$ cat src/shared/sbst_pkg.sv
// package: constants, codes and state type of the memory boundary-scan test port
// ----------------------------------------------------------------------------
// What this block does
// RQ1 - exactly one scan register between tdi and tdo
// RQ2 - tdi sampled on every rising test clock
// RQ3 - tdo changes only on falling test clock
// RQ4 - three-bit instruction register, shifted when selected
// RQ5 - identify instruction loaded at reset and idle-reset
// RQ6 - capture-ir loads 01 into low bits
// RQ7 - one-bit bypass register gives single-stage path
// RQ8 - bypass register cleared under bypass instruction
// RQ9 - boundary register captures ring, then shifts
// RQ10 - msb takes tdi, lsb drives tdo
// RQ11 - identify loads fixed 32-bit code, shifts out
// RQ12 - new instruction applied only at update-ir
// RQ13 - code 000 captures ring, outputs high impedance
// RQ14 - sample-hiz shifts boundary register, outputs high impedance
// RQ15 - sample captures ring without disturbing memory
// RQ16 - update-dr under sample does nothing at all
// RQ17 - bypass instruction selects bypass bit in shift-dr
// RQ18 - never loads memory or drives boundary values
// RQ19 - controller never loads the reserved codes
// RQ20 - controller keeps test clock at most 20 MHz
// RQ21 - codes 000, 001, 010 decode as listed
// RQ22 - code 100 sample, 111 bypass, rest reserved
// RQ23 - five tms-high rising edges reset the port
// RQ24 - identify code bit 0 is constant one
// RQ25 - standard sixteen-state controller, tms picks transitions
// RQ26 - tdo driven only in shift-ir or shift-dr
// ----------------------------------------------------------------------------
package sbst_pkg;

    // ------------------------------------------------------------------------
    // widths
    // ------------------------------------------------------------------------
    localparam int IR_W   = 3;
    localparam int ID_W   = 32;
    localparam int BSR_W  = 71;
    localparam int RST_CNT = 5;

    // ------------------------------------------------------------------------
    // instruction codes and reset values
    // ------------------------------------------------------------------------
    localparam logic [IR_W-1:0] IR_EXTEST  = 3'h0;
    localparam logic [IR_W-1:0] IR_IDCODE  = 3'h1;
    localparam logic [IR_W-1:0] IR_SAMPLEZ = 3'h2;
    localparam logic [IR_W-1:0] IR_SAMPLE  = 3'h4;
    localparam logic [IR_W-1:0] IR_BYPASS  = 3'h7;
    localparam logic [IR_W-1:0] IR_CAPTURE = 3'h1;
    localparam logic            BYP_RESET  = 1'h0;

    // identify code fields; value is arbitrary, bit 0 must stay one
    localparam logic [2:0]  ID_REV    = 3'h0;
    localparam logic [27:0] ID_PART   = 28'h5a3c96b;
    localparam logic        ID_MARK   = 1'h1;
    localparam logic [ID_W-1:0] ID_CODE = {ID_REV, ID_PART, ID_MARK};

    // ------------------------------------------------------------------------
    // timing: test clock limit, in the bench clock units
    // ------------------------------------------------------------------------
    localparam int CLK_NS      = 8;
    localparam int TCK_MIN_NS  = 50;
    localparam int TCK_MIN_CYC = (TCK_MIN_NS + CLK_NS - 1) / CLK_NS;

    typedef enum logic [3:0] {
        S_TLR, S_RTI, S_SEL_DR, S_CAP_DR, S_SH_DR, S_EX1_DR, S_PA_DR, S_EX2_DR,
        S_UPD_DR, S_SEL_IR, S_CAP_IR, S_SH_IR, S_EX1_IR, S_PA_IR, S_EX2_IR, S_UPD_IR
    } sbst_state_e;

endpackage : sbst_pkg

$ cat src/hdl/sbst_tap.sv
// test access port controller, instruction, bypass and identify registers
`timescale 1ns/100ps
module sbst_tap
    import sbst_pkg::*;
(
    input  wire logic             clock,
    input  wire logic             srst,
    input  wire logic             tck,
    input  wire logic             tms,
    input  wire logic             tdi,
    input  wire logic [BSR_W-1:0] ring,
    output logic                  tdo,
    output logic                  tdo_oe,
    output logic                  mem_hiz
);

    // ------------------------------------------------------------------------
    // pin synchronisers
    // ------------------------------------------------------------------------
    // all three pins take the same two stages, so tms and tdi stay lined up
    // with the test clock edge that is detected from the second stage
    logic        tck_s1_r;
    logic        tck_s2_r;
    logic        tck_d_r;
    logic        tms_s1_r;
    logic        tms_s2_r;
    logic        tdi_s1_r;
    logic        tdi_s2_r;

    always_ff @(posedge clock) begin
        tck_s1_r <= tck;
        tck_s2_r <= tck_s1_r;
        tms_s1_r <= tms;
        tms_s2_r <= tms_s1_r;
        tdi_s1_r <= tdi;
        tdi_s2_r <= tdi_s1_r;
    end

    always_ff @(posedge clock) begin
        if (srst) begin
            tck_d_r <= 1'h0;
        end else begin
            tck_d_r <= tck_s2_r;
        end
    end

    wire tck_rise = tck_s2_r & ~tck_d_r;  // see RQ2
    wire tck_fall = ~tck_s2_r & tck_d_r;

    // ------------------------------------------------------------------------
    // controller state machine
    // ------------------------------------------------------------------------
    sbst_state_e st_r;
    sbst_state_e st_nxt;
    sbst_state_e st_step;

    always_comb begin
        st_step = st_r;
        unique case (st_r)
            S_TLR:    st_step = tms_s2_r ? S_TLR    : S_RTI;  // see RQ23
            S_RTI:    st_step = tms_s2_r ? S_SEL_DR : S_RTI;
            S_SEL_DR: st_step = tms_s2_r ? S_SEL_IR : S_CAP_DR;
            S_CAP_DR: st_step = tms_s2_r ? S_EX1_DR : S_SH_DR;
            S_SH_DR:  st_step = tms_s2_r ? S_EX1_DR : S_SH_DR;
            S_EX1_DR: st_step = tms_s2_r ? S_UPD_DR : S_PA_DR;
            S_PA_DR:  st_step = tms_s2_r ? S_EX2_DR : S_PA_DR;
            S_EX2_DR: st_step = tms_s2_r ? S_UPD_DR : S_SH_DR;
            S_UPD_DR: st_step = tms_s2_r ? S_SEL_DR : S_RTI;
            S_SEL_IR: st_step = tms_s2_r ? S_TLR    : S_CAP_IR;
            S_CAP_IR: st_step = tms_s2_r ? S_EX1_IR : S_SH_IR;
            S_SH_IR:  st_step = tms_s2_r ? S_EX1_IR : S_SH_IR;
            S_EX1_IR: st_step = tms_s2_r ? S_UPD_IR : S_PA_IR;
            S_PA_IR:  st_step = tms_s2_r ? S_EX2_IR : S_PA_IR;
            S_EX2_IR: st_step = tms_s2_r ? S_UPD_IR : S_SH_IR;
            S_UPD_IR: st_step = tms_s2_r ? S_SEL_DR : S_RTI;
        endcase
    end

    assign st_nxt = tck_rise ? st_step : st_r;  // see RQ25

    always_ff @(posedge clock) begin
        if (srst) begin
            st_r <= S_TLR;
        end else begin
            st_r <= st_nxt;
        end
    end

    // ------------------------------------------------------------------------
    // state decode
    // ------------------------------------------------------------------------
    // register actions are taken on the rising edge that leaves the state,
    // with tdi sampled on that same edge
    wire in_shift  = (st_r == S_SH_DR) | (st_r == S_SH_IR);
    wire cap_ir    = tck_rise & (st_r == S_CAP_IR);
    wire sh_ir     = tck_rise & (st_r == S_SH_IR);
    wire upd_ir    = tck_rise & (st_r == S_UPD_IR);
    wire cap_dr    = tck_rise & (st_r == S_CAP_DR);
    wire sh_dr     = tck_rise & (st_r == S_SH_DR);

    // ------------------------------------------------------------------------
    // instruction register
    // ------------------------------------------------------------------------
    logic [IR_W-1:0] ir_sh_r;
    logic [IR_W-1:0] ir_sh_nxt;
    logic [IR_W-1:0] ir_r;
    logic [IR_W-1:0] ir_nxt;

    assign ir_sh_nxt = cap_ir ? IR_CAPTURE :                           // see RQ6
                       sh_ir  ? {tdi_s2_r, ir_sh_r[IR_W-1:1]} :        // see RQ4
                       ir_sh_r;
    // reserved codes are accepted as written and fall through to bypass
    assign ir_nxt = (st_r == S_TLR) ? IR_IDCODE :                      // see RQ5
                    upd_ir          ? ir_sh_r   : ir_r;                // see RQ12

    always_ff @(posedge clock) begin
        if (srst) begin
            ir_sh_r <= IR_CAPTURE;
            ir_r    <= IR_IDCODE;
        end else begin
            ir_sh_r <= ir_sh_nxt;
            ir_r    <= ir_nxt;
        end
    end

    // ------------------------------------------------------------------------
    // instruction decode
    // ------------------------------------------------------------------------
    wire is_extest  = (ir_r == IR_EXTEST);   // see RQ21
    wire is_idcode  = (ir_r == IR_IDCODE);
    wire is_samplez = (ir_r == IR_SAMPLEZ);
    wire is_sample  = (ir_r == IR_SAMPLE);   // see RQ22
    wire sel_bsr    = is_extest | is_samplez | is_sample;
    wire sel_byp    = ~sel_bsr & ~is_idcode;  // see RQ17

    // the only effect on the memory is the output tri-state
    assign mem_hiz = is_extest | is_samplez;  // see RQ13 see RQ14 see RQ18

    // ------------------------------------------------------------------------
    // bypass and identify registers
    // ------------------------------------------------------------------------
    logic            byp_r;
    logic            byp_nxt;
    logic [ID_W-1:0] id_r;
    logic [ID_W-1:0] id_nxt;

    assign byp_nxt = (cap_dr & sel_byp) ? BYP_RESET :                 // see RQ8
                     (sh_dr & sel_byp)  ? tdi_s2_r  : byp_r;          // see RQ7
    assign id_nxt  = (cap_dr & is_idcode) ? ID_CODE :                  // see RQ11 see RQ24
                     (sh_dr & is_idcode)  ? {tdi_s2_r, id_r[ID_W-1:1]} : id_r;

    always_ff @(posedge clock) begin
        if (srst) begin
            byp_r <= BYP_RESET;
            id_r  <= '0;
        end else begin
            byp_r <= byp_nxt;
            id_r  <= id_nxt;
        end
    end

    // ------------------------------------------------------------------------
    // boundary scan register
    // ------------------------------------------------------------------------
    logic bsr_lsb;

    // sample and both hiz codes capture alike; update-dr is not decoded
    sbst_bsr u_bsr (
        .clock   (clock),
        .srst    (srst),
        .ring    (ring),
        .capture (cap_dr & sel_bsr),   // see RQ15
        .shift   (sh_dr & sel_bsr),
        .tdi     (tdi_s2_r),
        .lsb     (bsr_lsb)
    );

    // ------------------------------------------------------------------------
    // serial output
    // ------------------------------------------------------------------------
    logic tdo_r;
    logic tdo_nxt;
    logic tdo_oe_r;
    logic tdo_oe_nxt;

    wire dr_bit  = is_idcode ? id_r[0] : sel_bsr ? bsr_lsb : byp_r;   // see RQ1
    wire sel_bit = (st_r == S_SH_IR) ? ir_sh_r[0] : dr_bit;           // see RQ10

    assign tdo_nxt    = tck_fall ? sel_bit : tdo_r;                    // see RQ3
    assign tdo_oe_nxt = tck_fall ? in_shift : tdo_oe_r;                // see RQ26

    always_ff @(posedge clock) begin
        if (srst) begin
            tdo_r    <= 1'h0;
            tdo_oe_r <= 1'h0;
        end else begin
            tdo_r    <= tdo_nxt;
            tdo_oe_r <= tdo_oe_nxt;
        end
    end

    assign tdo    = tdo_r;
    assign tdo_oe = tdo_oe_r;

    // consecutive tms-high rising edges, saturating
    logic [2:0] tms_cnt_r;
    wire        tms_cnt_full = (tms_cnt_r == 3'(RST_CNT));

    always_ff @(posedge clock) begin
        if (srst) begin
            tms_cnt_r <= 3'h0;
        end else if (tck_rise) begin
            tms_cnt_r <= !tms_s2_r ? 3'h0 : tms_cnt_full ? tms_cnt_r : tms_cnt_r + 3'h1;
        end
    end
endmodule : sbst_tap

$ cat src/hdl/sbst_bsr.sv
// boundary scan register: synchronised ring snapshot and serial shift path
`timescale 1ns/100ps
module sbst_bsr
    import sbst_pkg::*;
(
    input  wire logic             clock,
    input  wire logic             srst,
    input  wire logic [BSR_W-1:0] ring,
    input  wire logic             capture,
    input  wire logic             shift,
    input  wire logic             tdi,
    output logic                  lsb
);

    // ------------------------------------------------------------------------
    // ring synchroniser
    // ------------------------------------------------------------------------
    // balls move with the fast memory clock, so a capture mid-transition
    // may land either way; only metastability is kept out here
    logic [BSR_W-1:0] ring_s1_r;
    logic [BSR_W-1:0] ring_s2_r;
    logic [BSR_W-1:0] bsr_r;
    logic [BSR_W-1:0] bsr_nxt;

    always_ff @(posedge clock) begin
        ring_s1_r <= ring;
        ring_s2_r <= ring_s1_r;
    end

    // ------------------------------------------------------------------------
    // capture and shift
    // ------------------------------------------------------------------------
    assign bsr_nxt = capture ? ring_s2_r :                       // see RQ9
                     shift   ? {tdi, bsr_r[BSR_W-1:1]} : bsr_r;  // see RQ10

    always_ff @(posedge clock) begin
        if (srst) begin
            bsr_r <= '0;
        end else begin
            bsr_r <= bsr_nxt;
        end
    end

    // no parallel output stage: nothing here can reach the pins
    assign lsb = bsr_r[0];  // see RQ16

endmodule : sbst_bsr

$ cat config.mk
export PLATFORM = sky130hd
export DESIGN_NAME = sbst_tap
export DESIGN_NICKNAME = d
export VERILOG_FILES = /design/src/shared/sbst_pkg.sv /design/src/hdl/sbst_tap.sv /design/src/hdl/sbst_bsr.sv
export SDC_FILE = /design/constraint.sdc
export NUM_CORES = 1
export LEC_CHECK = 0
export BUFFER_PORTS_ARGS = -buffer_cell sky130_fd_sc_hd__buf_4
export CORE_ASPECT_RATIO = 0.7
export CORE_UTILIZATION = 53
export DETAILED_ROUTE_END_ITERATION = 8
export PLACE_DENSITY = 0.82
export SLEW_MARGIN = 5
export SYNTH_ARGS = -nofsm -noshare
export SYNTH_HDL_FRONTEND = slang
export SYNTH_HIERARCHICAL = 1
export SYNTH_SLANG_ARGS = --single-unit
$ cat constraint.sdc
create_clock -name clock -period 2.2 [get_ports clock]
set_input_delay 0.44 -clock clock [delete_from_list [all_inputs] [get_ports clock]]
set_output_delay 0.44 -clock clock [all_outputs]
set_load 0.02 [all_outputs]
-- Yosys cells after proc, flatten, opt, wreduce, memory -nomap -nowiden
Cells that the tools add are included.
- multiplexer cells: 20
- reductions and logical operators: 11
- bitwise gates (word level): 21
- eq/ne operators: 18
- operators by type and width (cell ; count):
    two-way mux 71 bit ; 2
    two-way mux 28 bit ; 2
    one-hot mux 4 bit (12 select lines) ; 1
    equality test 4 bit, second input constant ; 8
    equality test 4 x 3 -> 1 bit, second input constant ; 4
    two-way mux 4 bit ; 4
    AND 1 bit ; 14
    OR reduction 2 bit ; 6
    equality test 4 x 2 -> 1 bit, second input constant ; 2
    two-way mux 1 bit ; 6
    two-way mux 2 bit ; 3
    two-way mux 3 bit ; 2
    equality test 4 x 1 -> 1 bit, second input constant ; 1
    zero test 4 bit ; 1
    inverter 1 bit ; 4
    nonzero test 2 bit ; 2
    equality test 3 x 1 -> 1 bit, second input constant ; 1
    equality test 3 x 2 -> 1 bit, second input constant ; 1
    equality test 3 bit, second input constant ; 1
    zero test 3 bit ; 1
    bitwise OR 1 bit ; 3
    OR reduction 3 bit ; 1
- word-level logic and storage cells: 88
- input bits: 76
- output and inout bits: 3
- flip-flop bits (word level): 265

-- Logic depth before layout (Yosys ltp)
- depth after elaboration: 7
- mapped depth: 8
- mapped depth without buffers: 5

-- Cells and area by module
Netlist, hierarchy kept.
- modules (own cells, without submodules) (module ; cells each ; area an instance (µm²) ; seq. area each (µm²) ; times used):
    sbst_bsr ; 458 ; 6159.7 ; 4264.1 ; 1
    sbst_tap ; 229 ; 2155.8 ; 1041.0 ; 1

-- Worst setup path after synthesis
Ideal clock, no wire load.
- path type: register -> register
- start point: reg st_r[0]
- end point: reg u_bsr.bsr_r[0]
- cell stages (with the launch flop): 8
- slack: 0.538 ns
- period minus slack after synthesis: 1.662 ns
- arrival: 1.524 ns
- data required time: 2.062 ns
- library setup time: 0.138 ns
- buffers on the path: 3
- cell sequence: dfxtp_1 -> buf_6 -> nor4b_4 -> and3_1 -> buf_6 -> buf_8 -> mux2i_1 -> a211oi_1
- cells in the longest elaborated chain, start to end: 4
- elaborated cells on any way between the ends: 8
- those cells by class: eq/ne (2); mux (1); bitwise (4); reduce/logical (1)
- RTL lines (item ; RTL line ; text):
    start: declaration ; sbst_tap.sv:53 ; sbst_state_e st_r;
    start signal: assignment ; sbst_tap.sv:85 ; st_r <= st_nxt;
    equality test 4 x 2 -> 1 bit / equality test 4 x 3 -> 1 bit (equally long branches) ; sbst_tap.sv:98, sbst_tap.sv:99 ;
    AND 1 bit (on tied branches) ; sbst_tap.sv:98, sbst_tap.sv:99 ;
    AND 1 bit (on tied branches) ; sbst_tap.sv:172, sbst_tap.sv:173 ;
    two-way mux 71 bit / nonzero test 2 bit (equally long branches) ; - ;
    end signal: assignment ; sbst_bsr.sv:40 ; bsr_r <= bsr_nxt;
    end: declaration ; sbst_bsr.sv:22 ; logic [BSR_W-1:0] bsr_r;
Several ways; a longest one is shown, not always the timed one.
A chain may end at the register's enable or synchronous reset.

-- Final worst setup path
- start point: reg st_r[1]
- end point: reg u_bsr.bsr_r[52]
The elaborated chain is that of the path after synthesis.

==> impl_results.md <==
* GR Overflow Total at 0
* Nets at 828
* Share of cells above drive strength 1 at 0.182
* DRT antenna net count at 0
* Clock root buffer: clkbuf_16
* Total Wirelength at 14,700 um
* Post_cts resized at 0
* CP Data Arrival Time at 2.47 ns
* WS Path Type: reg -> reg
* Die Y at 107 um
* Max Clock Skew at 0.0106 ns
* Clock power frac at 0.426
* Initial antenna violation count at 0
* Flops & latches, synth at 265
* Number of I/O pins at 79
* CP max FO at 33
* # fillers at 1,133
* Synthesized instance count at 687
* Max-slew violations at 0
* Setup repair bufs after CTS at 0
* # DRC at 0
* Port-buffer cells at 78
* Sequential-to-total area share from yosys stat at 0.638
* GRT Total Usage at 0.184
* Initial core utilization at 0.554
* Max frequency at 0.485 GHz
* Fin crit share at 0.937
* Hold Path Class: in -> reg
* Tot Pwr at 9030 uW
* Hold buffers post-CTS at 0
* First-pass GRT wire length at approximately 24,000 um
* Setup TNS Final at 0 ns
* Number of core rows at 37
* Nature of the critical path endpoint: flop
* Layout Area Growth over Synthesis at 16.7%
* Core area at 0.0150 mm^2
* Worst path slowest cell: nor4b_4
* Mapped Area at 0.00832 mm^2
* RSZ-0062 raised after global routing: no
* Hold Vio Cnt, Final at 0
* Setup crit start kind: flop
* Clock Tree Buf Depth at 3
* Worst-margin pin slew at 0.798 ns
* H-tree levels at 1
* Internal Power at 7250 uW
* Hpwl dp at roughly 9400 um
* Syn Area/Cell at between 10 and 15 um^2
* Sw Ratio at 0.198
* Max-Cap Viols at 0
* DRT iter0 DRCs at 290
* Status: complete, no violations
* CTS buffer count at 23
* Dpl cell area at 0.00897 mm^2
* CP cell instances: nor4b_4, and3_4, buf_12, mux2i_1, a211oi_1
* Largest net degree at the start of global routing at 115
* Final Setup Violations at 0
* Slowest Stage Delay on Critical Path at 0.50 ns
* DRT Pass-1 Iters at 4
* Critical Path RT at 2.61 ns
* Clock latency on the worst-skew pair at 0.51 ns
* Leakage power total at 0.00356 uW
* Pwr/cell area at 931 mW/mm^2
* Synth Warn # at 6
* Vias per cell at 5.32
* N_diodes at 0
* Netlist cell types at 50
* Logic pwr share at 0.020
* Slew headroom at 0.468
* Switch Pwr at 1780 uW
* Post-synth net total at 763
* Vias in the first global route at 4,965
* CTS tree: yes
* Peak VDD IR at 0.651 mV
* Final GP Congestion at 0.826
* Clk sinks at 265
* Clk slew on worst S/H paths at 0.07 ns
* Die area at 0.0162 mm^2
* Die extent in x at 152 um
* Via count at 5,126
* Post-route cell area at 0.00970 mm^2
* Drt wl/cell at ~15 um
* Flop pwr share at 0.554
* Tmin final at between 2 and 2.5 ns
[state kept, by name, indices dropped and copies added (netlist names)]
| register | flops |
|---|---|
| u_bsr/bsr_r | 71 |
| u_bsr/ring_s1_r | 71 |
| u_bsr/ring_s2_r | 71 |
| id_r | 32 |
| st_r | 4 |
| ir_r | 3 |
| ir_sh_r | 3 |
| byp_r | 1 |
| tck_d_r | 1 |
| tck_s1_r | 1 |
| tck_s2_r | 1 |
| tdi_s1_r | 1 |
| tdi_s2_r | 1 |
| tdo | 1 |
| tdo_oe | 1 |
| tms_s1_r | 1 |
| tms_s2_r | 1 |
[cells in the final DEF, fill, tap and decap left out, drive strengths merged, types with 2 or more instances in the layout]
cell,synthesis,routed
o32ai,2,2
mux2i,74,74
nor2b,76,76
a211oi,75,75
o21ai,2,2
clkinv,0,6
a22oi,17,17
a311oi,2,2
nor4,3,3
nor3b,3,3
o21bai,2,2
o22ai,17,17
dfxtp,265,265
clkbuf,29,32
nand2,7,7
nand2b,3,3
nand4,2,2
and3,4,4
nor2,53,53
inv,4,6
buf,21,90
a21oi,9,9
[layout make-up]
cell class,instances,area [um^2],share of cell area
Sequential cell,265,5310,0.547
Multi-Input combinational cell,368,2670,0.275
Timing Repair Buffer,90,738,0.0761
Clock buffer,32,649,0.0669
Tap cell,195,244,0.0251
Clock inverter,9,81.3,0.00838
Inverter,4,15.0,0.00155
[path summary, 6_finish.rpt]
check | from | endpoint | slack [ns] | cells after the start
setup / recovery | st_r[1]$_SDFFE_PP0P_ | u_bsr/bsr_r[52]$_SDFFE_PP0P_ | 0.14 | 5
hold / removal | tdi | tdi_s1_r$_DFF_P_ | 0.03 | 1
setup reg to reg | st_r[1]$_SDFFE_PP0P_ | u_bsr/bsr_r[52]$_SDFFE_PP0P_ | 0.14 | 5
hold reg to reg | u_bsr/ring_s1_r[10]$_DFF_P_ | u_bsr/ring_s2_r[10]$_DFF_P_ | 0.32 | 0
[per-layer routing]
layer / wire length (um) / track usage / part of all wire
met5: 0 / 0 / 0
met4: 364 / 0.0530 / 0.025
met3: 697 / 0.0370 / 0.047
met2: 6640 / 0.293 / 0.45
met1: 6970 / 0.253 / 0.48
[synth_stat cells (all sizes together)]
library cell | number | area [um^2]
a221oi | 1 | 8.76
nor2b | 76 | 475
nand2b | 3 | 18.8
a2111o | 1 | 11.3
buf | 21 | 223
nand2 | 7 | 26.3
o21bai | 2 | 15.0
o21ai | 2 | 10.0
nand4 | 2 | 18.8
a311oi | 2 | 17.5
a211o | 1 | 8.76
a2bb2oi | 1 | 8.76
nor4 | 3 | 33.8
and2 | 1 | 6.26
or3 | 1 | 6.26
and3 | 4 | 25.0
o31ai | 1 | 7.51
nor4b | 1 | 23.8
a311o | 1 | 10.0
o2111a | 1 | 12.5
dfxtp | 265 | 5310
clkbuf | 29 | 109
a22oi | 17 | 143
a211oi | 75 | 563
and3b | 1 | 8.76
and4 | 1 | 8.76
inv | 4 | 15.0
a21o | 1 | 7.51
nor3 | 1 | 5.00
a21oi | 9 | 48.8
xnor2 | 1 | 8.76
o2111ai | 1 | 15.0
a2111oi | 1 | 8.76
nor3b | 3 | 38.8
mux2i | 74 | 741
o32ai | 2 | 17.5
o22ai | 17 | 106
nor2 | 53 | 199
[metrics by stage]
| step | setup slack, ns | std cells | hold WS [ns] | utilization |
|---|---|---|---|---|
| 6_report | 0.139 | 963 | 0.0307 | 0.647 |
| 5_1_grt | 0.00493 | 963 | 0.0102 | 0.647 |
| 4_1_cts | 0.151 | 963 | 0.0136 | 0.647 |
| 3_5_place_dp | 0.154 | 922 | 0.312 | 0.598 |
| 3_3_place_gp | 0.323 | 922 | 0.313 | 0.598 |
| 2_1_floorplan | 0.538 | 687 | 0.310 | - |
[cells by family after synthesis]
group | count (synthesis) | synth area share
xor+xnor | 1 | 0.00105
buf+inv | 54 | 0.0417
mux | 74 | 0.0891
compound gates | 136 | 0.123
simple gates | 157 | 0.108
flops | 265 | 0.638
[critical path, delay by kind of cell (launching register included)]
family | cells | cell delay, ns
mux | 1 | 0.13
buf+inv | 1 | 0.25
simple gates | 2 | 0.82
flops | 1 | 0.46
compound gates | 1 | 0.28
[power groups by stage]
stage | Combinational, uW | Sequential (uW) | Clock, uW
after global placement | 176 | 5110 | 0
final | 183 | 5000 | 3840
after CTS | 183 | 5000 | 3930
after detailed placement | 183 | 5110 | 0
after global routing | 199 | 5010 | 4130
after floorplan | 67.4 | 5080 | 0
(Power assumes the default switching activity.)
